==> src/verilog/ctr_pkg.sv <==
/*
  Package for the code transfer receiver: image layouts, control bit
  positions, register offsets and reset values.
  Assumes a single 125 MHz clock domain shared by both ends.
*/
package ctr_pkg;
  localparam int PAYLOAD_BYTES = 64;
  localparam int SEQ_W         = 16;
  localparam int LEN_W         = 16;
  localparam int PAYLOAD_W     = PAYLOAD_BYTES * 8;

  // Output image control word bits
  localparam int CTL_XFER_EN_BIT   = 0;
  localparam int CTL_HANDSHAKE_BIT = 1;
  // Input image status word bits
  localparam int STS_TRUNC_BIT     = 0;

  // Controller register map, byte offsets
  localparam logic [7:0] REG_CTRL   = 8'h00;
  localparam logic [7:0] REG_STATUS = 8'h04;
  localparam logic [7:0] REG_IRQ_ST = 8'h08;
  localparam logic [7:0] REG_IRQ_EN = 8'h0C;
  localparam logic [7:0] REG_IRQ_CL = 8'h10;
  localparam logic [7:0] REG_SEQ    = 8'h14;
  localparam logic [7:0] REG_LEN    = 8'h18;
  localparam logic [7:0] REG_DATA   = 8'h40;
  localparam logic [7:0] REG_DATA_END = 8'h7C;

  // Interrupt status bits
  localparam int IRQ_FRESH_BIT = 0;
  localparam int IRQ_TRUNC_BIT = 1;

  localparam logic [1:0]  RESP_OKAY   = 2'h0;
  localparam logic [1:0]  RESP_SLVERR = 2'h2;
  localparam logic [31:0] CTRL_RESET  = 32'h0000_0000;

  typedef enum logic {CTR_MODE_BASIC, CTR_MODE_HANDSHAKE} ctr_mode_t;
endpackage : ctr_pkg

==> src/verilog/ctr_image_if.sv <==
/*
  Cyclic process image interface between cradle and controller.
  Assumes both ends run on clk; one clock is one scan.
*/
interface ctr_image_if (
  input wire logic clk
);
  // Cradle to controller input image
  logic [ctr_pkg::SEQ_W-1:0]     seq_count;
  logic [ctr_pkg::LEN_W-1:0]     payload_byte_count;
  logic [ctr_pkg::PAYLOAD_W-1:0] payload;
  logic [7:0]                    status_word;
  // Controller to cradle output image
  logic [7:0]                    control_word;
  logic [ctr_pkg::SEQ_W-1:0]     ack_count;

  modport cradle (
    input  clk,
    output seq_count,
    output payload_byte_count,
    output payload,
    output status_word,
    input  control_word,
    input  ack_count
  );
  modport controller (
    input  clk,
    input  seq_count,
    input  payload_byte_count,
    input  payload,
    input  status_word,
    output control_word,
    output ack_count
  );
endinterface : ctr_image_if

==> src/verilog/ctr_code_receive_handler.sv <==
/*
  Controller end: code_receive_handler with AXI4-Lite register access.
  Assumes the image comes from logic on the same clock.
*/
// Added by the designer: the register offsets and the AXI4-Lite slave port.
module ctr_code_receive_handler (
  // Clock and reset
  input  wire logic        clk,
  input  wire logic        sys_rst,
  // Image link
  ctr_image_if.controller  img,
  // AXI4-Lite write
  input  wire logic [7:0]  s_axi_awaddr,
  input  wire logic        s_axi_awvalid,
  output logic             s_axi_awready,
  input  wire logic [31:0] s_axi_wdata,
  input  wire logic [3:0]  s_axi_wstrb,
  input  wire logic        s_axi_wvalid,
  output logic             s_axi_wready,
  output logic [1:0]       s_axi_bresp,
  output logic             s_axi_bvalid,
  input  wire logic        s_axi_bready,
  // AXI4-Lite read
  input  wire logic [7:0]  s_axi_araddr,
  input  wire logic        s_axi_arvalid,
  output logic             s_axi_arready,
  output logic [31:0]      s_axi_rdata,
  output logic [1:0]       s_axi_rresp,
  output logic             s_axi_rvalid,
  input  wire logic        s_axi_rready,
  // Events
  output logic             fresh_record_pulse,
  output logic             irq
);
  localparam int SW = ctr_pkg::SEQ_W;

  logic [31:0]                   ctrl_r;
  logic [7:0]                    ctl_out_r;
  logic [SW-1:0]                 ack_r;
  logic [SW-1:0]                 previous_sequence_value;
  logic                          transfer_enable_tracker;
  logic                          fresh_record_latch;
  logic [SW-1:0]                 smp_seq;
  logic [ctr_pkg::LEN_W-1:0]     smp_len;
  logic [ctr_pkg::PAYLOAD_W-1:0] smp_data;
  logic                          smp_trunc;
  logic                          smp_valid_r;
  logic [SW-1:0]                 rec_seq_r;
  logic [ctr_pkg::LEN_W-1:0]     rec_len_r;
  logic [7:0]                    code_record_store [ctr_pkg::PAYLOAD_BYTES];
  logic                          rec_trunc_r;
  logic [1:0]                    irq_st_r;
  logic [1:0]                    irq_en_r;
  logic                          fresh;
  logic                          transfer_enable_param;
  ctr_pkg::ctr_mode_t            mode;
  logic [7:0]                    aw_r;
  logic                          aw_have_r;
  logic [31:0]                   w_r;
  logic                          w_have_r;
  logic                          do_write;
  logic [1:0]                    clr_w;

  function automatic logic [31:0] strb_merge(input logic [31:0] old, input logic [31:0] nw, input logic [3:0] st);
    logic [31:0] r;
    r = old;
    for (int i = 0; i < 4; i++) begin
      if (st[i]) r[i*8 +: 8] = nw[i*8 +: 8];
    end
    return r;
  endfunction : strb_merge

  assign transfer_enable_param = ctrl_r[ctr_pkg::CTL_XFER_EN_BIT];
  assign mode = ctrl_r[ctr_pkg::CTL_HANDSHAKE_BIT] ? ctr_pkg::CTR_MODE_HANDSHAKE : ctr_pkg::CTR_MODE_BASIC;

  // Take one consistent snapshot of the input image per scan
  always_ff @(posedge clk) begin
    if (sys_rst) begin
      smp_seq     <= '0;
      smp_len     <= '0;
      smp_data    <= '0;
      smp_trunc   <= 1'b0;
      smp_valid_r <= 1'b0;
    end else begin
      smp_seq     <= img.seq_count;
      smp_len     <= img.payload_byte_count;
      smp_data    <= img.payload;
      smp_trunc   <= img.status_word[ctr_pkg::STS_TRUNC_BIT];
      smp_valid_r <= 1'b1;
    end
  end

  // Evaluated every clock, equality test so wraparound is a change
  always_comb begin
    fresh = 1'b0;
    if (transfer_enable_tracker && smp_valid_r) begin
      if (mode == ctr_pkg::CTR_MODE_HANDSHAKE) begin
        fresh = (smp_seq != '0) && (smp_seq != ack_r);
      end else begin
        fresh = (smp_seq != previous_sequence_value);
      end
    end
  end

  // Output image control word
  always_ff @(posedge clk) begin
    if (sys_rst) begin
      ctl_out_r               <= 8'h00;
      transfer_enable_tracker <= 1'b0;
    end else begin
      ctl_out_r <= 8'h00;
      ctl_out_r[ctr_pkg::CTL_XFER_EN_BIT]   <= transfer_enable_param;
      ctl_out_r[ctr_pkg::CTL_HANDSHAKE_BIT] <= transfer_enable_param &&
                                              (mode == ctr_pkg::CTR_MODE_HANDSHAKE);
      transfer_enable_tracker <= transfer_enable_param;
    end
  end

  // Sequence reference and acknowledge counter
  always_ff @(posedge clk) begin
    if (sys_rst) begin
      previous_sequence_value <= '0;
      ack_r                   <= '0;
    end else begin
      if (smp_valid_r) previous_sequence_value <= smp_seq;
      if (mode == ctr_pkg::CTR_MODE_HANDSHAKE && smp_seq == '0) begin
        ack_r <= '0;
      end else if (fresh && mode == ctr_pkg::CTR_MODE_HANDSHAKE) begin
        ack_r <= smp_seq;
      end
    end
  end

  // Record store
  always_ff @(posedge clk) begin
    if (sys_rst) begin
      rec_seq_r   <= '0;
      rec_len_r   <= '0;
      rec_trunc_r <= 1'b0;
      for (int i = 0; i < ctr_pkg::PAYLOAD_BYTES; i++) code_record_store[i] <= 8'h00;
    end else if (fresh) begin
      rec_seq_r   <= smp_seq;
      rec_len_r   <= smp_len;
      rec_trunc_r <= smp_trunc;
      for (int i = 0; i < ctr_pkg::PAYLOAD_BYTES; i++) code_record_store[i] <= smp_data[i*8 +: 8];
    end
  end

  // One scan pulse per detection
  always_ff @(posedge clk) begin
    if (sys_rst) begin
      fresh_record_latch <= 1'b0;
      fresh_record_pulse <= 1'b0;
    end else begin
      fresh_record_latch <= fresh;
      fresh_record_pulse <= fresh;
    end
  end

  // AXI4-Lite write path: address and data in either order
  assign do_write = aw_have_r && w_have_r && !s_axi_bvalid;
  assign clr_w    = (do_write && aw_r == ctr_pkg::REG_IRQ_CL) ? w_r[1:0] : 2'h0;

  always_ff @(posedge clk) begin
    if (sys_rst) begin
      aw_r          <= 8'h00;
      aw_have_r     <= 1'b0;
      w_r           <= 32'h0000_0000;
      w_have_r      <= 1'b0;
      s_axi_awready <= 1'b0;
      s_axi_wready  <= 1'b0;
      s_axi_bvalid  <= 1'b0;
      s_axi_bresp   <= ctr_pkg::RESP_OKAY;
      ctrl_r        <= ctr_pkg::CTRL_RESET;
      irq_en_r      <= 2'h0;
    end else begin
      s_axi_awready <= !aw_have_r && !s_axi_awready && s_axi_awvalid;
      s_axi_wready  <= !w_have_r && !s_axi_wready && s_axi_wvalid;
      if (s_axi_awvalid && s_axi_awready) begin
        aw_r      <= s_axi_awaddr;
        aw_have_r <= 1'b1;
      end
      if (s_axi_wvalid && s_axi_wready) begin
        w_r      <= strb_merge(32'h0000_0000, s_axi_wdata, s_axi_wstrb);
        w_have_r <= 1'b1;
      end
      if (do_write) begin
        aw_have_r    <= 1'b0;
        w_have_r     <= 1'b0;
        s_axi_bvalid <= 1'b1;
        s_axi_bresp  <= ctr_pkg::RESP_OKAY;
        case ({aw_r[7:2], 2'b00})
          ctr_pkg::REG_CTRL:   ctrl_r   <= {30'h0, w_r[1:0]};
          ctr_pkg::REG_IRQ_EN: irq_en_r <= w_r[1:0];
          ctr_pkg::REG_IRQ_CL: ;
          default:             s_axi_bresp <= ctr_pkg::RESP_SLVERR;
        endcase
      end else if (s_axi_bvalid && s_axi_bready) begin
        s_axi_bvalid <= 1'b0;
      end
    end
  end

  // Sticky events; a new event beats a same-cycle clear
  always_ff @(posedge clk) begin
    if (sys_rst) begin
      irq_st_r <= 2'h0;
      irq      <= 1'b0;
    end else begin
      irq_st_r[ctr_pkg::IRQ_FRESH_BIT] <= fresh || (irq_st_r[ctr_pkg::IRQ_FRESH_BIT] && !clr_w[ctr_pkg::IRQ_FRESH_BIT]);
      irq_st_r[ctr_pkg::IRQ_TRUNC_BIT] <= (fresh && smp_trunc) ||
                                          (irq_st_r[ctr_pkg::IRQ_TRUNC_BIT] && !clr_w[ctr_pkg::IRQ_TRUNC_BIT]);
      irq <= |(irq_st_r & irq_en_r);
    end
  end

  // AXI4-Lite read path
  always_ff @(posedge clk) begin
    if (sys_rst) begin
      s_axi_arready <= 1'b0;
      s_axi_rvalid  <= 1'b0;
      s_axi_rdata   <= 32'h0000_0000;
      s_axi_rresp   <= ctr_pkg::RESP_OKAY;
    end else begin
      s_axi_arready <= !s_axi_rvalid && !s_axi_arready && s_axi_arvalid;
      if (s_axi_arvalid && s_axi_arready) begin
        s_axi_rvalid <= 1'b1;
        s_axi_rresp  <= ctr_pkg::RESP_OKAY;
        s_axi_rdata  <= 32'h0000_0000;
        if (s_axi_araddr >= ctr_pkg::REG_DATA && s_axi_araddr <= ctr_pkg::REG_DATA_END) begin
          for (int b = 0; b < 4; b++) begin
            s_axi_rdata[b*8 +: 8] <= code_record_store[{s_axi_araddr[5:2], 2'(b)}];
          end
        end else begin
          case ({s_axi_araddr[7:2], 2'b00})
            ctr_pkg::REG_CTRL:   s_axi_rdata <= ctrl_r;
            ctr_pkg::REG_STATUS: s_axi_rdata <= {29'h0, rec_trunc_r, fresh_record_latch, transfer_enable_tracker};
            ctr_pkg::REG_IRQ_ST: s_axi_rdata <= {30'h0, irq_st_r};
            ctr_pkg::REG_IRQ_EN: s_axi_rdata <= {30'h0, irq_en_r};
            ctr_pkg::REG_IRQ_CL: s_axi_rdata <= 32'h0000_0000;
            ctr_pkg::REG_SEQ:    s_axi_rdata <= {16'h0, rec_seq_r};
            ctr_pkg::REG_LEN:    s_axi_rdata <= {16'h0, rec_len_r};
            default:             s_axi_rresp <= ctr_pkg::RESP_SLVERR;
          endcase
        end
      end else if (s_axi_rvalid && s_axi_rready) begin
        s_axi_rvalid <= 1'b0;
      end
    end
  end

  assign img.control_word = ctl_out_r;
  assign img.ack_count    = ack_r;
endmodule : ctr_code_receive_handler

==> src/flat_wrapper.sv <==
// flat-port wrapper written by rule: the top's interface ports become plain ports
module ctr_code_receive_handler_flat 
  (clk, sys_rst, s_axi_awaddr, s_axi_awvalid, s_axi_awready, s_axi_wdata, s_axi_wstrb, s_axi_wvalid, s_axi_wready, s_axi_bresp, s_axi_bvalid, s_axi_bready, s_axi_araddr, s_axi_arvalid, s_axi_arready, s_axi_rdata, s_axi_rresp, s_axi_rvalid, s_axi_rready, fresh_record_pulse, irq, img_seq_count, img_payload_byte_count, img_payload, img_status_word, img_control_word, img_ack_count);
  ctr_image_if img_i (.clk(clk));
  input  wire logic clk;
  input  wire logic sys_rst;
  input  wire logic [7:0] s_axi_awaddr;
  input  wire logic s_axi_awvalid;
  output logic s_axi_awready;
  input  wire logic [31:0] s_axi_wdata;
  input  wire logic [3:0] s_axi_wstrb;
  input  wire logic s_axi_wvalid;
  output logic s_axi_wready;
  output logic [1:0] s_axi_bresp;
  output logic s_axi_bvalid;
  input  wire logic s_axi_bready;
  input  wire logic [7:0] s_axi_araddr;
  input  wire logic s_axi_arvalid;
  output logic s_axi_arready;
  output logic [31:0] s_axi_rdata;
  output logic [1:0] s_axi_rresp;
  output logic s_axi_rvalid;
  input  wire logic s_axi_rready;
  output logic fresh_record_pulse;
  output logic irq;
  input wire logic [$bits(img_i.seq_count)-1:0] img_seq_count;
  input wire logic [$bits(img_i.payload_byte_count)-1:0] img_payload_byte_count;
  input wire logic [$bits(img_i.payload)-1:0] img_payload;
  input wire logic [$bits(img_i.status_word)-1:0] img_status_word;
  output wire logic [$bits(img_i.control_word)-1:0] img_control_word;
  output wire logic [$bits(img_i.ack_count)-1:0] img_ack_count;
  assign img_i.seq_count = img_seq_count;
  assign img_i.payload_byte_count = img_payload_byte_count;
  assign img_i.payload = img_payload;
  assign img_i.status_word = img_status_word;
  assign img_control_word = img_i.control_word;
  assign img_ack_count = img_i.ack_count;
  ctr_code_receive_handler u_core (.clk(clk), .sys_rst(sys_rst), .img(img_i), .s_axi_awaddr(s_axi_awaddr), .s_axi_awvalid(s_axi_awvalid), .s_axi_awready(s_axi_awready), .s_axi_wdata(s_axi_wdata), .s_axi_wstrb(s_axi_wstrb), .s_axi_wvalid(s_axi_wvalid), .s_axi_wready(s_axi_wready), .s_axi_bresp(s_axi_bresp), .s_axi_bvalid(s_axi_bvalid), .s_axi_bready(s_axi_bready), .s_axi_araddr(s_axi_araddr), .s_axi_arvalid(s_axi_arvalid), .s_axi_arready(s_axi_arready), .s_axi_rdata(s_axi_rdata), .s_axi_rresp(s_axi_rresp), .s_axi_rvalid(s_axi_rvalid), .s_axi_rready(s_axi_rready), .fresh_record_pulse(fresh_record_pulse), .irq(irq));
endmodule
==> config.mk <==
export PLATFORM = sky130hd
export DESIGN_NAME = ctr_code_receive_handler_flat
export DESIGN_NICKNAME = d
export VERILOG_FILES = /design/src/verilog/ctr_pkg.sv /design/src/verilog/ctr_image_if.sv /design/src/verilog/ctr_code_receive_handler.sv /design/src/flat_wrapper.sv
export SDC_FILE = /design/constraint.sdc
export NUM_CORES = 2
export LEC_CHECK = 0
export BUFFER_PORTS_ARGS = -buffer_cell sky130_fd_sc_hd__buf_2
export CAP_MARGIN = 40
export CELL_PAD_IN_SITES_DETAIL_PLACEMENT = 1
export CELL_PAD_IN_SITES_GLOBAL_PLACEMENT = 1
export CORE_MARGIN = 3
export CORE_UTILIZATION = 46
export DETAILED_ROUTE_END_ITERATION = 6
export PLACE_DENSITY_LB_ADDON = 0.1
export SLEW_MARGIN = 20
export SYNTH_ARGS = -nofsm -noshare
export SYNTH_HDL_FRONTEND = slang
export SYNTH_SLANG_ARGS = --single-unit
==> constraint.sdc <==
create_clock -name clk -period 48.4 [get_ports clk]
set_input_delay 4.84 -clock clk [delete_from_list [all_inputs] [get_ports clk]]
set_output_delay 4.84 -clock clk [all_outputs]
set_load 0.01 [all_outputs]
==> summary.txt <==
Setup path
  – CP endpoint kind: flop
  – Critical Path Most Common Cell: buf_4
  – Critical path type: input port to flop
  – Crit-path max cell delay: 0.67 ns
  – WP data arrival: 8.25 ns
  – Critical path required time: 48.78 ns
  – Max FO, Critical Path: 105
  – Critical path cell sequence: buf_8, inv_2, o21ai_4, buf_4, buf_4, buf_12, buf_4, buf_16
  – CP startpoint kind: input port
  – Critical path's slowest cell: buf_4

Placement
  – Global placement routability congestion: 0.8708
  – DP Worst Slack: 39.79 ns
  – Port Buffers: 629
  – Post-DP HPWL: 82000 um

Yosys
  – Mean Syn Cell Area: 14.04 sq um
  – Fraction of registers with async set/reset: 0
  – Top_reg_cell synth: dfxtp_1
  – Register area share after synthesis: 0.6747
  – YS warnings: 0
  – EDFF count, synth: 512
  – Post-Synthesis Cell Area: 0.04273 sq mm
  – Seq cells post-synth: 1184
  – Post-synth top area cell: edfxtp_1
  – Top cell type's share of synthesized area: 0.3598
  – Syn Inst Count: 3043
  – Synth top area cells: edfxtp_1 (36%), dfxtp_1 (31%), nor2b_1 (12%)
  – Yosys cell types: 47

Power
  – Peak VDD IR: 0.02755 mV
  – Cell Pwr Density: 43.00 mW/mm^2
  – Total power: 2.206 mW
  – Static Leak: 20.19 nW

Detailed routing
  – Max Used Layer: met5
  – DRC violations left: 0
  – First-pass detailed-route iteration total: 6
  – Wire length on met3: 6442 um
  – DR WL/cell: 23.17 um
  – Routed WL: 115700 um
  – Met2 routed WL: 63250 um
  – M1 WL: 41500 um
  – Vias: 24890
  – Antenna viol nets, final: 0
  – Vias per cell: 4.983
  – Iter 0 DRT Violations: 1521

STA
  – # setup viols final: 0
  – Worst-Margin Slew: 0.9811 ns
  – Final worst-path cycle share: 0.1626
  – Tmin final: 7.872 ns
  – Pins over their slew limit: 0
  – Final Hold Fails: 0
  – Hold WS: 0.4559 ns
  – Setup Skew: 0.02056 ns
  – Headroom to the max-slew limit: 0.3459
  – Setup slack after layout: 40.53 ns
  – RSZ-0062 raised after global routing: no
  – Setup_tns: 0 ns
  – Highest Clock Rate: 0.1270 GHz

Clock network
  – Num Clock Sinks: 1184
  – Clock Latency Late Sink: 0.71 ns
  – Gates resized, CTS repair: 0
  – CTS buffer count: 130
  – Hold_buf cts: 0
  – Reg clk slew, reported paths: 0.06 ns
  – Max H-tree Level: 4
  – Post-CTS setup buffer count: 0
  – TritonCTS clock tree: built
  – Root buffer cell: clkbuf_16
  – Clk buf depth: 3

Die
  – Num rows: 111
  – Core ar.: 0.09194 sq mm
  – Die H: 310.8 um
  – Initial core utilization: 0.4647
  – Ports: 678
  – Die Area: 0.09658 sq mm
  – Die width: 310.8 um

Cells and area
  – Fillers: 9194
  – Post-layout util: 0.5579
  – Area growth syn-to-layout: 20.04%
  – Footprint of the multi-input gates: 0.01283 sq mm
  – Layout cells sized above 1: 0.2755
  – Final nets: 4251
  – FF/Latch Area: 0.02883 sq mm

Job
  – Max Cap Viol: 0

Worst hold path
  – Worst min path class: flop to flop

Global routing
  – Global-route usage over all layers: 0.2374
  – Number of global-route vias before repair: 27580
  – Overflow after GRT: 0
  – Initial antenna violation count: 28
  – Largest net degree at the start of global routing: 228
  – First-pass GRT wire length: 170200 um

Status
  – Status: finished, final reports clean
## cell usage after synthesis, types with 5 or more instances
master and count:
a21oi_1 51, a221oi_1 17, a22oi_1 30, and2_1 276, buf_1 7, buf_2 19
buf_4 9, buf_6 31, clkbuf_1 146, dfxtp_1 672, edfxtp_1 512, inv_1 5
mux2i_1 39, mux4_2 160, nand2_1 32, nand3_1 40, nand4_1 8, nor2_1 86
nor2b_1 787, nor3_1 5, nor4_1 6, o21ai_0 41, xnor2_1 28, xor2_1 5
## sequential cells by signal, summed over array words and instances, names as in the netlist, 8 cells and up
signal and cells:
u_core.smp_len 16, u_core.rec_len_r 16, u_core.smp_data 512, u_core.code_record_store 512, u_core.smp_seq 16, u_core.s_axi_rdata 32, u_core.aw_r 8, u_core.rec_seq_r 16
u_core.previous_sequence_value 16, u_core.img.ack_count 16
## per-stage QoR
step / instance area, sq um / std cells
detailed placement: 46860 / 4745
floorplan: 42750 / 3050
global placement: 46640 / 4735
CTS: 51140 / 4979
global route: 51280 / 4990
finish: 51290 / 4994
## layer usage
layer,GRT usage,vias up
li1,-,11620
met2,0.4485,683
met4,0.09761,10
met1,0.2523,12340
met5,0,-
met3,0.05601,227
## critical path, delay by kind of cell
| family | cells | cell delay [ns] |
|---|---|---|
| AO/OA/AOI/OAI | 1 | 0.24 |
| buffers and inverters | 7 | 2.95 |
## report_power, final
| group | switching [mW] | internal, mW |
|---|---|---|
| clock | 0.386 | 0.591 |
| combinational | 0.0673 | 0.0604 |
| sequential | 0.0145 | 1.09 |
## placed cells by master, fill, tap and decap left out, drive strengths merged, types with 8 or more instances in the layout
cell type and instances:
a21oi 51, a221oi 17, a22oi 30, and2 276
buf 670, clkbuf 195, clkinv 28, conb 8
dfxtp 672, diode 9, edfxtp 512, inv 10
mux2i 39, mux4 160, nand2 32, nand3 40
nand4 8, nor2 86, nor2b 787, o21ai 41
xnor2 28
## logic make-up after synthesis
family,Yosys count,synth area share
xor+xnor,33,0.006765
mux,199,0.09347
other cells,1,0.00008777
flops,1184,0.6747
simple gates,1257,0.1764
buf+inv,219,0.02630
compound gates,150,0.02226
## worst paths after layout
kind,cells after the start,slack (ns),from,end
setup reg to reg,11,43.75,u_core.smp_seq[12]$_SDFF_PP0_,u_core.code_record_store[0][21]$_SDFFCE_PN0P_
hold reg to reg,1,0.46,u_core.s_axi_rvalid$_SDFFE_PP0P_,u_core.s_axi_arready$_SDFF_PP0_
setup / recovery,8,40.53,sys_rst,u_core.code_record_store[0][21]$_SDFFCE_PN0P_
hold / removal,1,0.46,u_core.s_axi_rvalid$_SDFFE_PP0P_,u_core.s_axi_arready$_SDFF_PP0_
## area by class of cell
cell class / instances / share of cell area
Antenna cell: 9 / 0.0004391
Sequential cell: 1184 / 0.5621
Multi-Input combinational cell: 1647 / 0.2501
Clock buffer: 194 / 0.07553
Timing Repair Buffer: 671 / 0.07326
Inverter: 6 / 0.0004391
Tap cell: 1243 / 0.03032
Clock inverter: 40 / 0.007880
(Power assumes the default switching activity.)
